[src/hw/cms_regs.vh]
// Purpose: constants for the channel mode select controller
// Assumes: 100 MHz pclk, APB register access
// Notes:   definitions only
//
// Contract
// RQ1 - In UART mode each channel drives a transmit and a receive activity indicator.
// RQ2 - Indicators float when idle and pull low while their direction is active.
// RQ3 - Each indicator runs through a retriggerable one-shot so brief traffic shows.
// RQ4 - One-shot length is a long parameter; new activity restarts the pulse.
// RQ5 - Send-immediate/wake input is honoured only in FIFO and bit-bang modes.
// RQ6 - Send-immediate flushes pending transmit data at once as a short packet.
// RQ7 - Send-immediate is recognised on the falling edge, not the level.
// RQ8 - External logic pulses send-immediate only after it stopped writing data.
// RQ9 - A 20 ms low pulse on the input is a remote-wakeup request.
// RQ10 - The input is synchronised before edge detection and length measurement.
// RQ11 - After reset both channels are asynchronous serial before configuration loads.
// RQ12 - After reset the stored mode of each channel is read and applied.
// RQ13 - Host mode command switches a channel to bit-bang or serial-engine modes.
// RQ14 - Command value 1 selects async bit-bang, value 4 selects sync bit-bang.
// RQ15 - In parallel FIFO mode value 0x40 selects synchronous FIFO.
// RQ16 - Synchronous FIFO is allowed only when both channels are async FIFO; the loader applies a stored sync FIFO code without this check.
// RQ17 - In synchronous FIFO channel A takes channel B's buffer; B is unavailable.
// RQ18 - On the switch channel B pins freeze; unused B shows idle defaults.
// RQ19 - Host software sets channel B pins to inputs before synchronous FIFO.
// RQ20 - Stored config sets serial/FIFO modes; host commands set the others.
`ifndef CMS_REGS_VH
`define CMS_REGS_VH

// Timing
`define CMS_CLK_KHZ        100000
`define CMS_LED_MS         50
`define CMS_WAKE_MS        20
`define CMS_CNT_W          24

// Register byte offsets
`define CMS_OFF_CMD        12'h000
`define CMS_OFF_STATUS     12'h004
`define CMS_OFF_EVENT      12'h008
`define CMS_OFF_ACT        12'h00C

// Command register fields
`define CMS_CMD_VAL        7:0
`define CMS_CMD_CHB        8

// Event register bits (write one to clear)
`define CMS_EV_FLUSH_A     0
`define CMS_EV_FLUSH_B     1
`define CMS_EV_WAKE_A      2
`define CMS_EV_WAKE_B      3
`define CMS_EV_CMD_ERR     4

// Internal mode codes
`define CMS_MODE_UART      4'h0
`define CMS_MODE_AFIFO     4'h1
`define CMS_MODE_SFIFO     4'h2
`define CMS_MODE_FSER      4'h3
`define CMS_MODE_CPU       4'h4
`define CMS_MODE_ABB       4'h5
`define CMS_MODE_SBB       4'h6
`define CMS_MODE_ENGINE    4'h7
`define CMS_MODE_HBE       4'h8

// Host mode command values
`define CMS_SEL_STORED     8'h00
`define CMS_SEL_ABB        8'h01
`define CMS_SEL_ENGINE     8'h02
`define CMS_SEL_SBB        8'h04
`define CMS_SEL_HBE        8'h08
`define CMS_SEL_SFIFO      8'h40

`endif

[src/hw/cms_ctrl.v]
// Purpose: per-channel mode control, activity indicators, send-immediate/wake
// Assumes: all inputs synchronous to pclk except the send-immediate pins
// Notes:   registers on APB, zero wait states after the setup cycle
`timescale 1ns/1ps
`default_nettype none
`include "cms_regs.vh"

// ----------------------------------------
// Retriggerable one-shot
// ----------------------------------------
module cms_oneshot #(
	parameter [`CMS_CNT_W-1:0] CYC = 24'h000010
) (
	// Clock and reset
	input  wire pclk,
	input  wire presetn,
	// Control
	input  wire en,
	input  wire trig,
	// Result
	output reg  active_q
);
	reg [`CMS_CNT_W-1:0] cnt_q;

	// Activity reloads the timer instead of ending the pulse early
	always @(posedge pclk or negedge presetn) begin
		if (!presetn) begin
			cnt_q    <= {`CMS_CNT_W{1'b0}};
			active_q <= 1'b0;
		end else if (!en) begin
			cnt_q    <= {`CMS_CNT_W{1'b0}};
			active_q <= 1'b0;
		end else if (trig) begin
			cnt_q    <= CYC - 1'b1;            // [RQ3] [RQ4]
			active_q <= 1'b1;
		end else if (cnt_q != {`CMS_CNT_W{1'b0}}) begin
			cnt_q    <= cnt_q - 1'b1;
		end else begin
			active_q <= 1'b0;
		end
	end
endmodule

// ----------------------------------------
// Send-immediate / wake detector
// ----------------------------------------
module cms_send_immediate_wake_n #(
	parameter [`CMS_CNT_W-1:0] WAKE_CYC = 24'h000010
) (
	// Clock and reset
	input  wire pclk,
	input  wire presetn,
	// Pin and mode gate
	input  wire send_immediate_wake_n,
	input  wire en,
	// Events
	output reg  flush_q,
	output reg  wake_q
);
	reg                  s1_q;
	reg                  s2_q;
	reg                  s3_q;
	reg [`CMS_CNT_W-1:0] low_q;

	// Two-stage synchroniser, third stage only for edge finding
	always @(posedge pclk or negedge presetn) begin
		if (!presetn) begin
			s1_q <= 1'b1;
			s2_q <= 1'b1;
			s3_q <= 1'b1;
		end else begin
			s1_q <= send_immediate_wake_n;      // [RQ10]
			s2_q <= s1_q;
			s3_q <= s2_q;
		end
	end

	// Falling edge flushes; a long enough low asks for wakeup once
	always @(posedge pclk or negedge presetn) begin
		if (!presetn) begin
			low_q   <= {`CMS_CNT_W{1'b0}};
			flush_q <= 1'b0;
			wake_q  <= 1'b0;
		end else begin
			flush_q <= en & s3_q & ~s2_q;       // [RQ5] [RQ6] [RQ7]
			wake_q  <= 1'b0;
			if (s2_q) begin
				low_q <= {`CMS_CNT_W{1'b0}};
			end else if (low_q != WAKE_CYC) begin
				low_q <= low_q + 1'b1;
				// Saturating count gives one request per low pulse
				if (low_q == WAKE_CYC - 1'b1) begin
					wake_q <= en;               // [RQ9]
				end
			end
		end
	end
endmodule

// ----------------------------------------
// Top: channel mode select controller
// ----------------------------------------
module cms_ctrl #(
	parameter [`CMS_CNT_W-1:0] LED_CYC  = `CMS_LED_MS * `CMS_CLK_KHZ,
	parameter [`CMS_CNT_W-1:0] WAKE_CYC = `CMS_WAKE_MS * `CMS_CLK_KHZ
) (
	// Clock and reset
	input  wire        pclk,
	input  wire        presetn,
	// APB slave
	input  wire        psel,
	input  wire        penable,
	input  wire        pwrite,
	input  wire [11:0] paddr,
	input  wire [31:0] pwdata,
	output reg  [31:0] prdata,
	output reg         pready,
	output reg         pslverr,
	// Configuration memory
	output reg         cfg_rd_q,
	input  wire        cfg_valid,
	input  wire [3:0]  cfg_mode_a,
	input  wire [3:0]  cfg_mode_b,
	// Channel activity
	input  wire        tx_act_a,
	input  wire        rx_act_a,
	input  wire        tx_act_b,
	input  wire        rx_act_b,
	// Send-immediate / wake pins
	input  wire        send_immediate_wake_n_a,
	input  wire        send_immediate_wake_n_b,
	// Indicator pins, open drain
	output reg         led_level_q,
	output reg  [3:0]  led_oe_q,
	// Channel control
	output reg  [3:0]  mode_a_q,
	output reg  [3:0]  mode_b_q,
	output reg         b_freeze_q,
	output reg         b_idle_default_q,
	output reg         flush_a_q,
	output reg         flush_b_q,
	output reg         wake_q
);
	// States
	localparam [2:0] ST_RESET = 3'b001;
	localparam [2:0] ST_LOAD  = 3'b010;
	localparam [2:0] ST_RUN   = 3'b100;

	reg  [2:0]  state_q;
	reg  [3:0]  stored_a_q;
	reg  [3:0]  stored_b_q;
	reg         b_used_q;
	reg  [4:0]  event_q;
	reg  [4:0]  ev_set;
	reg  [3:0]  sel_mode;
	reg         sel_ok;
	wire        acc_wr;
	wire        acc;
	wire [3:0]  led_act;
	wire [3:0]  led_trig;
	wire        fl_a;
	wire        fl_b;
	wire        wk_a;
	wire        wk_b;
	wire [7:0]  cmd_val;
	wire        cmd_chb;
	wire [3:0]  cur_mode;

	// ----------------------------------------
	// Mode helpers
	// ----------------------------------------
	// Writes take effect only on the edge where pready is seen; read data is latched in the setup cycle
	assign acc     = psel & penable & pready;
	assign acc_wr  = acc & pwrite;
	assign cmd_val = pwdata[`CMS_CMD_VAL];
	assign cmd_chb = pwdata[`CMS_CMD_CHB];
	assign cur_mode = cmd_chb ? mode_b_q : mode_a_q;

	// FIFO and bit-bang modes only; B is dead while frozen
	function fifo_like;
		input [3:0] m;
		begin
			fifo_like = (m == `CMS_MODE_AFIFO) | (m == `CMS_MODE_SFIFO) |
				(m == `CMS_MODE_CPU) | (m == `CMS_MODE_ABB) | (m == `CMS_MODE_SBB);
		end
	endfunction

	// Map stored code; only configuration-memory modes pass, else serial
	function [3:0] stored_map;
		input [3:0] c;
		begin
			case (c)
				`CMS_MODE_AFIFO, `CMS_MODE_SFIFO,
				`CMS_MODE_FSER,  `CMS_MODE_CPU:  stored_map = c;   // [RQ20]
				default:                         stored_map = `CMS_MODE_UART;
			endcase
		end
	endfunction

	// Decode a host mode command and check that it is legal now
	always @* begin
		sel_mode = cur_mode;
		sel_ok   = 1'b1;
		case (cmd_val)
			`CMS_SEL_STORED: sel_mode = cmd_chb ? stored_b_q : stored_a_q;
			`CMS_SEL_ABB:    sel_mode = `CMS_MODE_ABB;             // [RQ13] [RQ14]
			`CMS_SEL_SBB:    sel_mode = `CMS_MODE_SBB;             // [RQ14]
			`CMS_SEL_ENGINE: sel_mode = `CMS_MODE_ENGINE;          // [RQ13]
			`CMS_SEL_HBE:    sel_mode = `CMS_MODE_HBE;             // [RQ20]
			`CMS_SEL_SFIFO: begin
				// Both channels must sit in async FIFO first
				sel_mode = `CMS_MODE_SFIFO;                         // [RQ15]
				sel_ok   = !cmd_chb && (mode_a_q == `CMS_MODE_AFIFO) &&
					(mode_b_q == `CMS_MODE_AFIFO);                  // [RQ16]
			end
			default:         sel_ok = 1'b0;
		endcase
		// Channel B refuses commands while lent to A
		if (cmd_chb && b_freeze_q) begin
			sel_ok = 1'b0;                                          // [RQ17]
		end
	end

	// ----------------------------------------
	// Mode state machine
	// ----------------------------------------
	// Serial on reset, stored modes once read, then host commands
	always @(posedge pclk or negedge presetn) begin
		if (!presetn) begin
			state_q    <= ST_RESET;
			cfg_rd_q   <= 1'b0;
			mode_a_q   <= `CMS_MODE_UART;                      // [RQ11]
			mode_b_q   <= `CMS_MODE_UART;
			stored_a_q <= `CMS_MODE_UART;
			stored_b_q <= `CMS_MODE_UART;
		end else begin
			case (state_q)
				ST_RESET: begin
					cfg_rd_q <= 1'b1;
					state_q  <= ST_LOAD;
				end
				ST_LOAD: begin
					if (cfg_valid) begin
						cfg_rd_q   <= 1'b0;
						stored_a_q <= stored_map(cfg_mode_a);
						stored_b_q <= stored_map(cfg_mode_b);
						mode_a_q   <= stored_map(cfg_mode_a);      // [RQ12]
						mode_b_q   <= stored_map(cfg_mode_b);
						state_q    <= ST_RUN;
					end
				end
				ST_RUN: begin
					if (acc_wr && paddr == `CMS_OFF_CMD && sel_ok) begin
						if (cmd_chb) begin
							mode_b_q <= sel_mode;
						end else begin
							mode_a_q <= sel_mode;
						end
					end
				end
				default: state_q <= ST_RESET;
			endcase
		end
	end

	// ----------------------------------------
	// Channel B lending and freeze
	// ----------------------------------------
	// B pins hold at the switch; a never-used B shows idle defaults
	always @(posedge pclk or negedge presetn) begin
		if (!presetn) begin
			b_used_q         <= 1'b0;
			b_freeze_q       <= 1'b0;
			b_idle_default_q <= 1'b0;
		end else begin
			b_used_q         <= b_used_q | ((tx_act_b | rx_act_b) & ~b_freeze_q);
			b_freeze_q       <= (mode_a_q == `CMS_MODE_SFIFO);               // [RQ17] [RQ18]
			b_idle_default_q <= (mode_a_q == `CMS_MODE_SFIFO) & ~b_used_q;   // [RQ18]
		end
	end

	// ----------------------------------------
	// Activity indicators
	// ----------------------------------------
	assign led_trig = {rx_act_b, tx_act_b, rx_act_a, tx_act_a};

	// One timer per indicator: A tx, A rx, B tx, B rx
	genvar gi;
	generate
		for (gi = 0; gi < 4; gi = gi + 1) begin : g_led
			cms_oneshot #(
				.CYC      (LED_CYC)
			) u_shot (
				.pclk     (pclk),
				.presetn  (presetn),
				.en       (((gi < 2) ? mode_a_q : mode_b_q) == `CMS_MODE_UART), // [RQ1]
				.trig     (led_trig[gi]),
				.active_q (led_act[gi])
			);
		end
	endgenerate

	// Open drain: level is always low, enable only while active
	always @(posedge pclk or negedge presetn) begin
		if (!presetn) begin
			led_level_q <= 1'b0;
			led_oe_q    <= 4'h0;
		end else begin
			led_level_q <= 1'b0;
			led_oe_q    <= led_act;                  // [RQ2]
		end
	end

	// ----------------------------------------
	// Send-immediate / wake
	// ----------------------------------------
	cms_send_immediate_wake_n #(
		.WAKE_CYC              (WAKE_CYC)
	) u_send_immediate_wake_n_a (
		.pclk                  (pclk),
		.presetn               (presetn),
		.send_immediate_wake_n (send_immediate_wake_n_a),
		.en                    (fifo_like(mode_a_q)),    // [RQ5]
		.flush_q               (fl_a),
		.wake_q                (wk_a)
	);

	cms_send_immediate_wake_n #(
		.WAKE_CYC              (WAKE_CYC)
	) u_send_immediate_wake_n_b (
		.pclk                  (pclk),
		.presetn               (presetn),
		.send_immediate_wake_n (send_immediate_wake_n_b),
		.en                    (fifo_like(mode_b_q) & ~b_freeze_q), // [RQ5] [RQ17]
		.flush_q               (fl_b),
		.wake_q                (wk_b)
	);

	// Re-time to keep outputs straight from flops
	always @(posedge pclk or negedge presetn) begin
		if (!presetn) begin
			flush_a_q <= 1'b0;
			flush_b_q <= 1'b0;
			wake_q    <= 1'b0;
		end else begin
			flush_a_q <= fl_a;                       // [RQ6]
			flush_b_q <= fl_b;
			wake_q    <= wk_a | wk_b;                // [RQ9]
		end
	end

	// ----------------------------------------
	// Sticky events
	// ----------------------------------------
	always @* begin
		ev_set = 5'h00;
		ev_set[`CMS_EV_FLUSH_A] = fl_a;
		ev_set[`CMS_EV_FLUSH_B] = fl_b;
		ev_set[`CMS_EV_WAKE_A]  = wk_a;
		ev_set[`CMS_EV_WAKE_B]  = wk_b;
		ev_set[`CMS_EV_CMD_ERR] = acc_wr && paddr == `CMS_OFF_CMD &&
			(!sel_ok || state_q != ST_RUN);
	end

	// Set beats a same-cycle write-one clear so no event is lost
	always @(posedge pclk or negedge presetn) begin
		if (!presetn) begin
			event_q <= 5'h00;
		end else if (acc_wr && paddr == `CMS_OFF_EVENT) begin
			event_q <= (event_q & ~pwdata[4:0]) | ev_set;
		end else begin
			event_q <= event_q | ev_set;
		end
	end

	// ----------------------------------------
	// APB slave
	// ----------------------------------------
	// Ready one cycle after setup; unmapped addresses answer with an error
	always @(posedge pclk or negedge presetn) begin
		if (!presetn) begin
			pready  <= 1'b0;
			pslverr <= 1'b0;
			prdata  <= 32'h00000000;
		end else begin
			pready  <= psel & ~penable;
			pslverr <= 1'b0;
			prdata  <= 32'h00000000;
			if (psel && !penable) begin
				case (paddr)
					`CMS_OFF_CMD:    prdata <= {24'h000000, mode_b_q, mode_a_q};
					`CMS_OFF_STATUS: prdata <= {22'h000000, b_used_q, b_idle_default_q,
						b_freeze_q, state_q, stored_b_q[1:0], stored_a_q[1:0]};
					`CMS_OFF_EVENT:  prdata <= {27'h0000000, event_q};
					`CMS_OFF_ACT:    prdata <= {28'h0000000, led_act};
					default:         pslverr <= 1'b1;
				endcase
			end
		end
	end
endmodule
`default_nettype wire

[config.mk]
export PLATFORM = sky130hd
export DESIGN_NAME = cms_ctrl
export DESIGN_NICKNAME = d
export VERILOG_FILES = /design/src/hw/cms_ctrl.v
export VERILOG_INCLUDE_DIRS = /design/src /design/src/hw
export SDC_FILE = /design/constraint.sdc
export NUM_CORES = 1
export LEC_CHECK = 0
export BUFFER_PORTS_ARGS = -buffer_cell sky130_fd_sc_hd__buf_4
export CAP_MARGIN = 10
export CORE_ASPECT_RATIO = 1.2
export CORE_UTILIZATION = 41
export CTS_CLUSTER_SIZE = 24
export DETAILED_ROUTE_END_ITERATION = 8
export PLACE_DENSITY_LB_ADDON = 0.05
export SLEW_MARGIN = 20
export SYNTH_ARGS = -nofsm -noshare
export SYNTH_HDL_FRONTEND = slang
export SYNTH_SLANG_ARGS = --single-unit
[constraint.sdc]
create_clock -name pclk -period 2.8 [get_ports pclk]
set_clock_uncertainty 0.05 [all_clocks]
set_input_delay 0.42 -clock pclk [delete_from_list [all_inputs] [get_ports pclk]]
set_output_delay 0.42 -clock pclk [all_outputs]
set_load 0.005 [all_outputs]
# Word level (Yosys, flattened, before mapping)
# Cells that the tools add are included.
dict set report totals {
  reg_bits 227
  in_bits 64
  output_inout_bits 53
  elab_cells 212
}
dict set report op_classes {
  n_addsub 6
  n_eq_ne 46
  mux 58
  bitwise_logic 32
  n_reduce_logical 33
}
# cell n
set ops {}
lappend ops {{24-bit two-way mux} 16}
lappend ops {{24-bit nonzero test} 4}
lappend ops {{24-bit by 1-bit subtractor with 24-bit output, second input constant} 4}
lappend ops {{24-bit by 1-bit adder with 24-bit output, second input constant} 2}
lappend ops {{24-bit by 21-bit == test with 1-bit output, second input constant} 2}
lappend ops {{24-bit by 21-bit inequality test with 1-bit output, second input constant} 2}
lappend ops {{4-bit two-way mux} 10}
lappend ops {{10-bit case mux with 4 select lines} 1}
lappend ops {{4-bit by 3-bit == test with 1-bit output, second input constant} 8}
lappend ops {{12-bit by 4-bit == test with 1-bit output, second input constant} 2}
lappend ops {{4-bit by 2-bit == test with 1-bit output, second input constant} 6}
lappend ops {{4-bit case mux with 6 select lines} 1}
lappend ops {{1-bit two-way mux} 22}
lappend ops {{3-bit inequality test, second input constant} 7}
lappend ops {{4-bit by 1-bit == test with 1-bit output, second input constant} 4}
lappend ops {{4-bit case mux with 2 select lines} 2}
lappend ops {{12-bit by 3-bit == test with 1-bit output, second input constant} 1}
lappend ops {{12-bit zero test} 1}
lappend ops {{4-bit OR reduction} 3}
lappend ops {{1-bit bitwise AND} 11}
lappend ops {{1-bit OR} 11}
lappend ops {{10-bit two-way mux} 1}
lappend ops {{5-bit OR} 2}
lappend ops {{3-bit case mux with 3 select lines} 1}
lappend ops {{25 further kinds} 51}

# Logic depth before layout (Yosys ltp)
dict set report depth {
  word_depth 10
  ltp_mapped 8
  ltp_nobuf 7
}

# Modules after synthesis
# From an unflattened synthesis, not the netlist that was laid out.
dict set report hier_totals {
  hier_cells 1203
  hier_area_um2 11467.2
}
# module n_inst cells_per_inst area_per_inst_um2 seq_area_each_um2
set modules_own_cells {}
lappend modules_own_cells {cms_oneshot 4 162 1487.7 625.6}
lappend modules_own_cells {cms_ctrl 1 256 2586.2 1177.4}
lappend modules_own_cells {{cms_send_immediate_wake_n (u_send_immediate_wake_n_a)} 1 152 1471.4 729.4}
lappend modules_own_cells {{cms_send_immediate_wake_n (u_send_immediate_wake_n_b)} 1 147 1458.9 729.4}

# Least setup slack after synthesis
# No wires, ideal clock.
dict set report synth_path {
  path_type {register to register}
  startpoint {reg g_led[1].u_shot.cnt_q[15]}
  endpoint {reg g_led[1].u_shot.cnt_q[8]}
  setup_time_ns 0.137
  arrival_ns 2.194
  required_ns 2.613
  slack_ns 0.420
  path_stages_with_launch 7
  n_path_buf 1
  synth_period_minus_slack_ns 2.380
  path_cell_list {dfrtp_1 > or4_1 > clkbuf_2 > or4_4 > o41ai_4 > or4_2 > a31oi_1}
}
dict set report synth_between {
  elab_chain_len 2
}
# element line
set synth_lines {}
lappend synth_lines {{from (decl)} cms_ctrl.v:23} ;# reg [`CMS_CNT_W-1:0] cnt_q;
lappend synth_lines {{from (signal assigned)} cms_ctrl.v:28} ;# cnt_q <= {`CMS_CNT_W{1'b0}};
lappend synth_lines {{from (signal assigned)} cms_ctrl.v:31} ;# cnt_q <= {`CMS_CNT_W{1'b0}};
lappend synth_lines {{from (signal assigned)} cms_ctrl.v:34} ;# cnt_q <= CYC - 1'b1;
lappend synth_lines {{24-bit nonzero test} cms_ctrl.v:36} ;# end else if (cnt_q != {`CMS_CNT_W{1'b0}}) begin
lappend synth_lines {{3-bit by 2-bit inequality test with 1-bit output (no source line)} -}
# No other way between the ends.
# A chain may end at the register's enable or synchronous reset.

# Worst setup path after layout
dict set report layout_path {
  startpoint {reg g_led[0].u_shot.cnt_q[16]}
  endpoint {reg g_led[0].u_shot.cnt_q[18]}
}
dict set report layout_between {
  elab_chain_len 4
  elab_cells_between_ends 6
  cone_classes {add/sub: 1; eq/ne: 1; mux: 3; reduce/logical: 1}
}
# element line
set layout_lines {}
lappend layout_lines {{from (decl)} cms_ctrl.v:23}
lappend layout_lines {{from (signal assigned)} cms_ctrl.v:28}
lappend layout_lines {{from (signal assigned)} cms_ctrl.v:31}
lappend layout_lines {{from (signal assigned)} cms_ctrl.v:34}
lappend layout_lines {{24-bit by 1-bit subtractor with 24-bit output} cms_ctrl.v:37} ;# cnt_q <= cnt_q - 1'b1;
lappend layout_lines {{24-bit two-way mux} cms_ctrl.v:36}
lappend layout_lines {{24-bit two-way mux} cms_ctrl.v:33} ;# end else if (trig) begin
lappend layout_lines {{24-bit two-way mux} cms_ctrl.v:30} ;# end else if (!en) begin
# Several ways; a longest one is shown, not always the timed one. The select of a mux whose other input is x is not followed.

==> run metrics <==
CTS clk-pin slew, worst paths=0.06 ns; register area=5139 um^2; Setup Fix Bufs, Post-CTS=0; post-CTS sizing=0; post-synth cell types=68; VDD IR-drop max=0.3549 mV; post-place setup slack=0.2350 ns; RR Startpoint=g_led[0].u_shot.cnt_q[16]$_DFFE_PN0P_; sequential share of the synthesized area=48.76%; drt first pass iters=5; YS warnings=0; Die Y=177.6 um; Port-buffer cells=70; Std-Cell Rows=63; r2r setup slk=0.23 ns; minimum clock period=2.569 ns; RSZ-0062 raised after global routing=no; Combinational Power Share=28.8%; commonest non-fill, non-tap cell in the layout=dfrtp_1; Final Slew Violations=0; Worst Setup End Kind=flop; total of max-cap violations=0; depth of the CTS H-tree=1; Seq pwr share=41.6%; Final Power=10.24 mW; Root Buffer=clkbuf_16; Worst path most repeated cell=or3_1; Worst Hold Class=input pin to flop; vias post-DR=8261; Synth Area per Inst=9.776 um^2; Die Area=26350 um^2; Detailed Route WL=25.78 mm; initial antenna violation count=0; internal power=6.689 mW; PwrDens=828.6 nW/um^2; CP Launch Type=flop; r2r endpoint=g_led[0].u_shot.cnt_q[18]$_DFFE_PN0P_; R2R cell count=5; final worst slack=0.2308 ns; DR iter-0 viols=390; share of cells above drive strength 1=16.89%; hold slack=0.04514 ns; total global-route track usage=20.41%; setup violators final=0; Non-Filler Instances=1515; # IOs=117; CP required=3.12 ns; number of global-route vias before repair=8221; Critical path destination=g_led[0].u_shot.cnt_q[18]$_DFFE_PN0P_; antenna cell count=0; Nets=1249; fill count=2388; Tightest Pin Transition=0.7021 ns; DRC=0; synthesized cell area=10540 um^2; switching part of the total=34.65%; worst skew pair latency=0.51 ns; Die Wd=148.4 um; Final HPWL DP=17.77 mm; TritonCTS clock tree=built; kind of critical path=flop to flop; Clock Path Buffers=3; CP top delay family=simple AND/OR/NAND/NOR gates; Leak=5.218 nW; Final ANT Viol Nets=0; number of buffers created by CTS=24; Initial Utilization=42.18%; dpl cells=1469; number of synthesized flops with an enable pin=0; post-synthesis cell count=1078; crit path DAT=2.89 ns; RePlAce Congestion=0.8309; crit path max fanout=8; Fmax=0.3892 GHz; Crit path largest cell delay=0.52 ns; first-pass GRT wire length=43.26 mm; Avg Vias per Cell=5.453; Crit path depth=5; Multi-input gate area=5037 um^2; core area=24990 um^2; Clk pwr share=29.5%; clock sinks=205; fin crit share=91.76%; global route overflow=0; slew margin rel.=51.98%; Critical Path Slowest Stage Cell=or3_1; Routed WL per cell=17.02 um; Area Overhead vs Synth=17.21%; ys flop type=dfrtp_1; CP Launch Point=g_led[0].u_shot.cnt_q[16]$_DFFE_PN0P_; setup TNS=0 ns; most frequent cells in the layout=198 x dfrtp_1, 128 x nor2_1, 109 x buf_4; status=finished clean; async set-reset flop share out of synthesis=100.0%; largest net degree at the start of global routing=67; switching pwr=3.547 mW; flops & latches, synth=205; final hold violations=0; crit-path cells=or3_1 -> or3_1 -> or3_1 -> o21ai_2 -> a21oi_1; WP buf/inv=0
[cells in the mapped netlist (26+ instances only)]
library cell,count,area [um^2]
dfrtp_1,198,4955
nor2_1,128,480.5
a21oi_1,66,330.3
nand2_1,65,244.0
xnor2_1,50,437.9
clkbuf_1,43,161.4
xor2_1,43,376.6
nor3_1,42,210.2
nor4_1,34,212.7
o21ai_0,32,160.2
nand3_1,30,150.1
inv_1,26,97.59
[power by group through the flow]
stage               Combinational (mW)  Sequential, mW  Clock, mW
floorplan                         2.04            4.09          0
global placement                  2.94            4.30          0
detailed placement                2.98            4.30          0
CTS                               2.99            4.25       3.12
global route                      3.36            4.36       3.25
finish                            2.95            4.26       3.02
[cell families after synthesis]
| group | count (synthesis) | share of synthesized area [%] |
|---|---|---|
| adder cells (fa/ha/maj) | 13 | 1.520 |
| other | 1 | 0.03558 |
| AND/OR/NAND/NOR | 448 | 22.90 |
| flip-flops | 205 | 48.76 |
| buffers and inverters | 95 | 4.226 |
| AO/OA/AOI/OAI | 193 | 11.80 |
| multiplexers | 30 | 3.027 |
| XOR/XNOR | 93 | 7.729 |
[metrics by stage]
stage                     cell area [um^2]  util [%]
after CTS                            12350     49.44
after global routing                 12350     49.44
after floorplan                      10620         -
final                                12350     49.44
after global placement               11560     46.25
after detailed placement             11560     46.25
[state kept, by name (all words and copies together), names as in the netlist, 3 cells and up]
register and cells:
event_q 5, g_led.u_shot.active_q 4, g_led.u_shot.cnt_q 96, led_oe_q 4, mode_a_q 4, mode_b_q 4
prdata 10, state_q 3, stored_a_q 4, stored_b_q 4, u_send_immediate_wake_n_a.low_q 24, u_send_immediate_wake_n_b.low_q 24
[area by class of cell]
type                    count  share of cell area [%]
flip-flops and latches    205                   41.60
multi-input cells         800                   40.78
repair buffers            115                   7.313
clock buffers              41                   6.118
well taps                 325                   3.292
inverters                  27                  0.8204
clock inverters             2                 0.08103
[repair_timing]
item	CTS	global route
endpoints found under the setup margin	0	0
hold buffers	3	0
endpoints found under the hold margin	60	0
[routing by layer]
metal	track usage (%)	share of wire [%]
met1	28.63	48
met2	33.71	47
met3	2.699	4.0
met4	3.995	1.3
met5	0	0
[worst min-delay path by stage]
| stage | from | endpoint | slack (ns) | depth (start not counted) |
|---|---|---|---|---|
| 2_1_floorplan | presetn | b_freeze_q$_DFF_PN0_ | 0.07 | 0 |
| 3_3_place_gp | u_send_immediate_wake_n_a.s1_q$_DFF_PN1_ | u_send_immediate_wake_n_a.s2_q$_DFF_PN1_ | 0.30 | 0 |
| 3_5_place_dp | u_send_immediate_wake_n_b.s1_q$_DFF_PN1_ | u_send_immediate_wake_n_b.s2_q$_DFF_PN1_ | 0.30 | 0 |
| 4_1_cts | penable | pready$_DFF_PN0_ | 0.01 | 2 |
| 5_1_grt | penable | pready$_DFF_PN0_ | 0.03 | 2 |
| 6_report | penable | pready$_DFF_PN0_ | 0.05 | 2 |
Power figures use the tool's default switching activity.
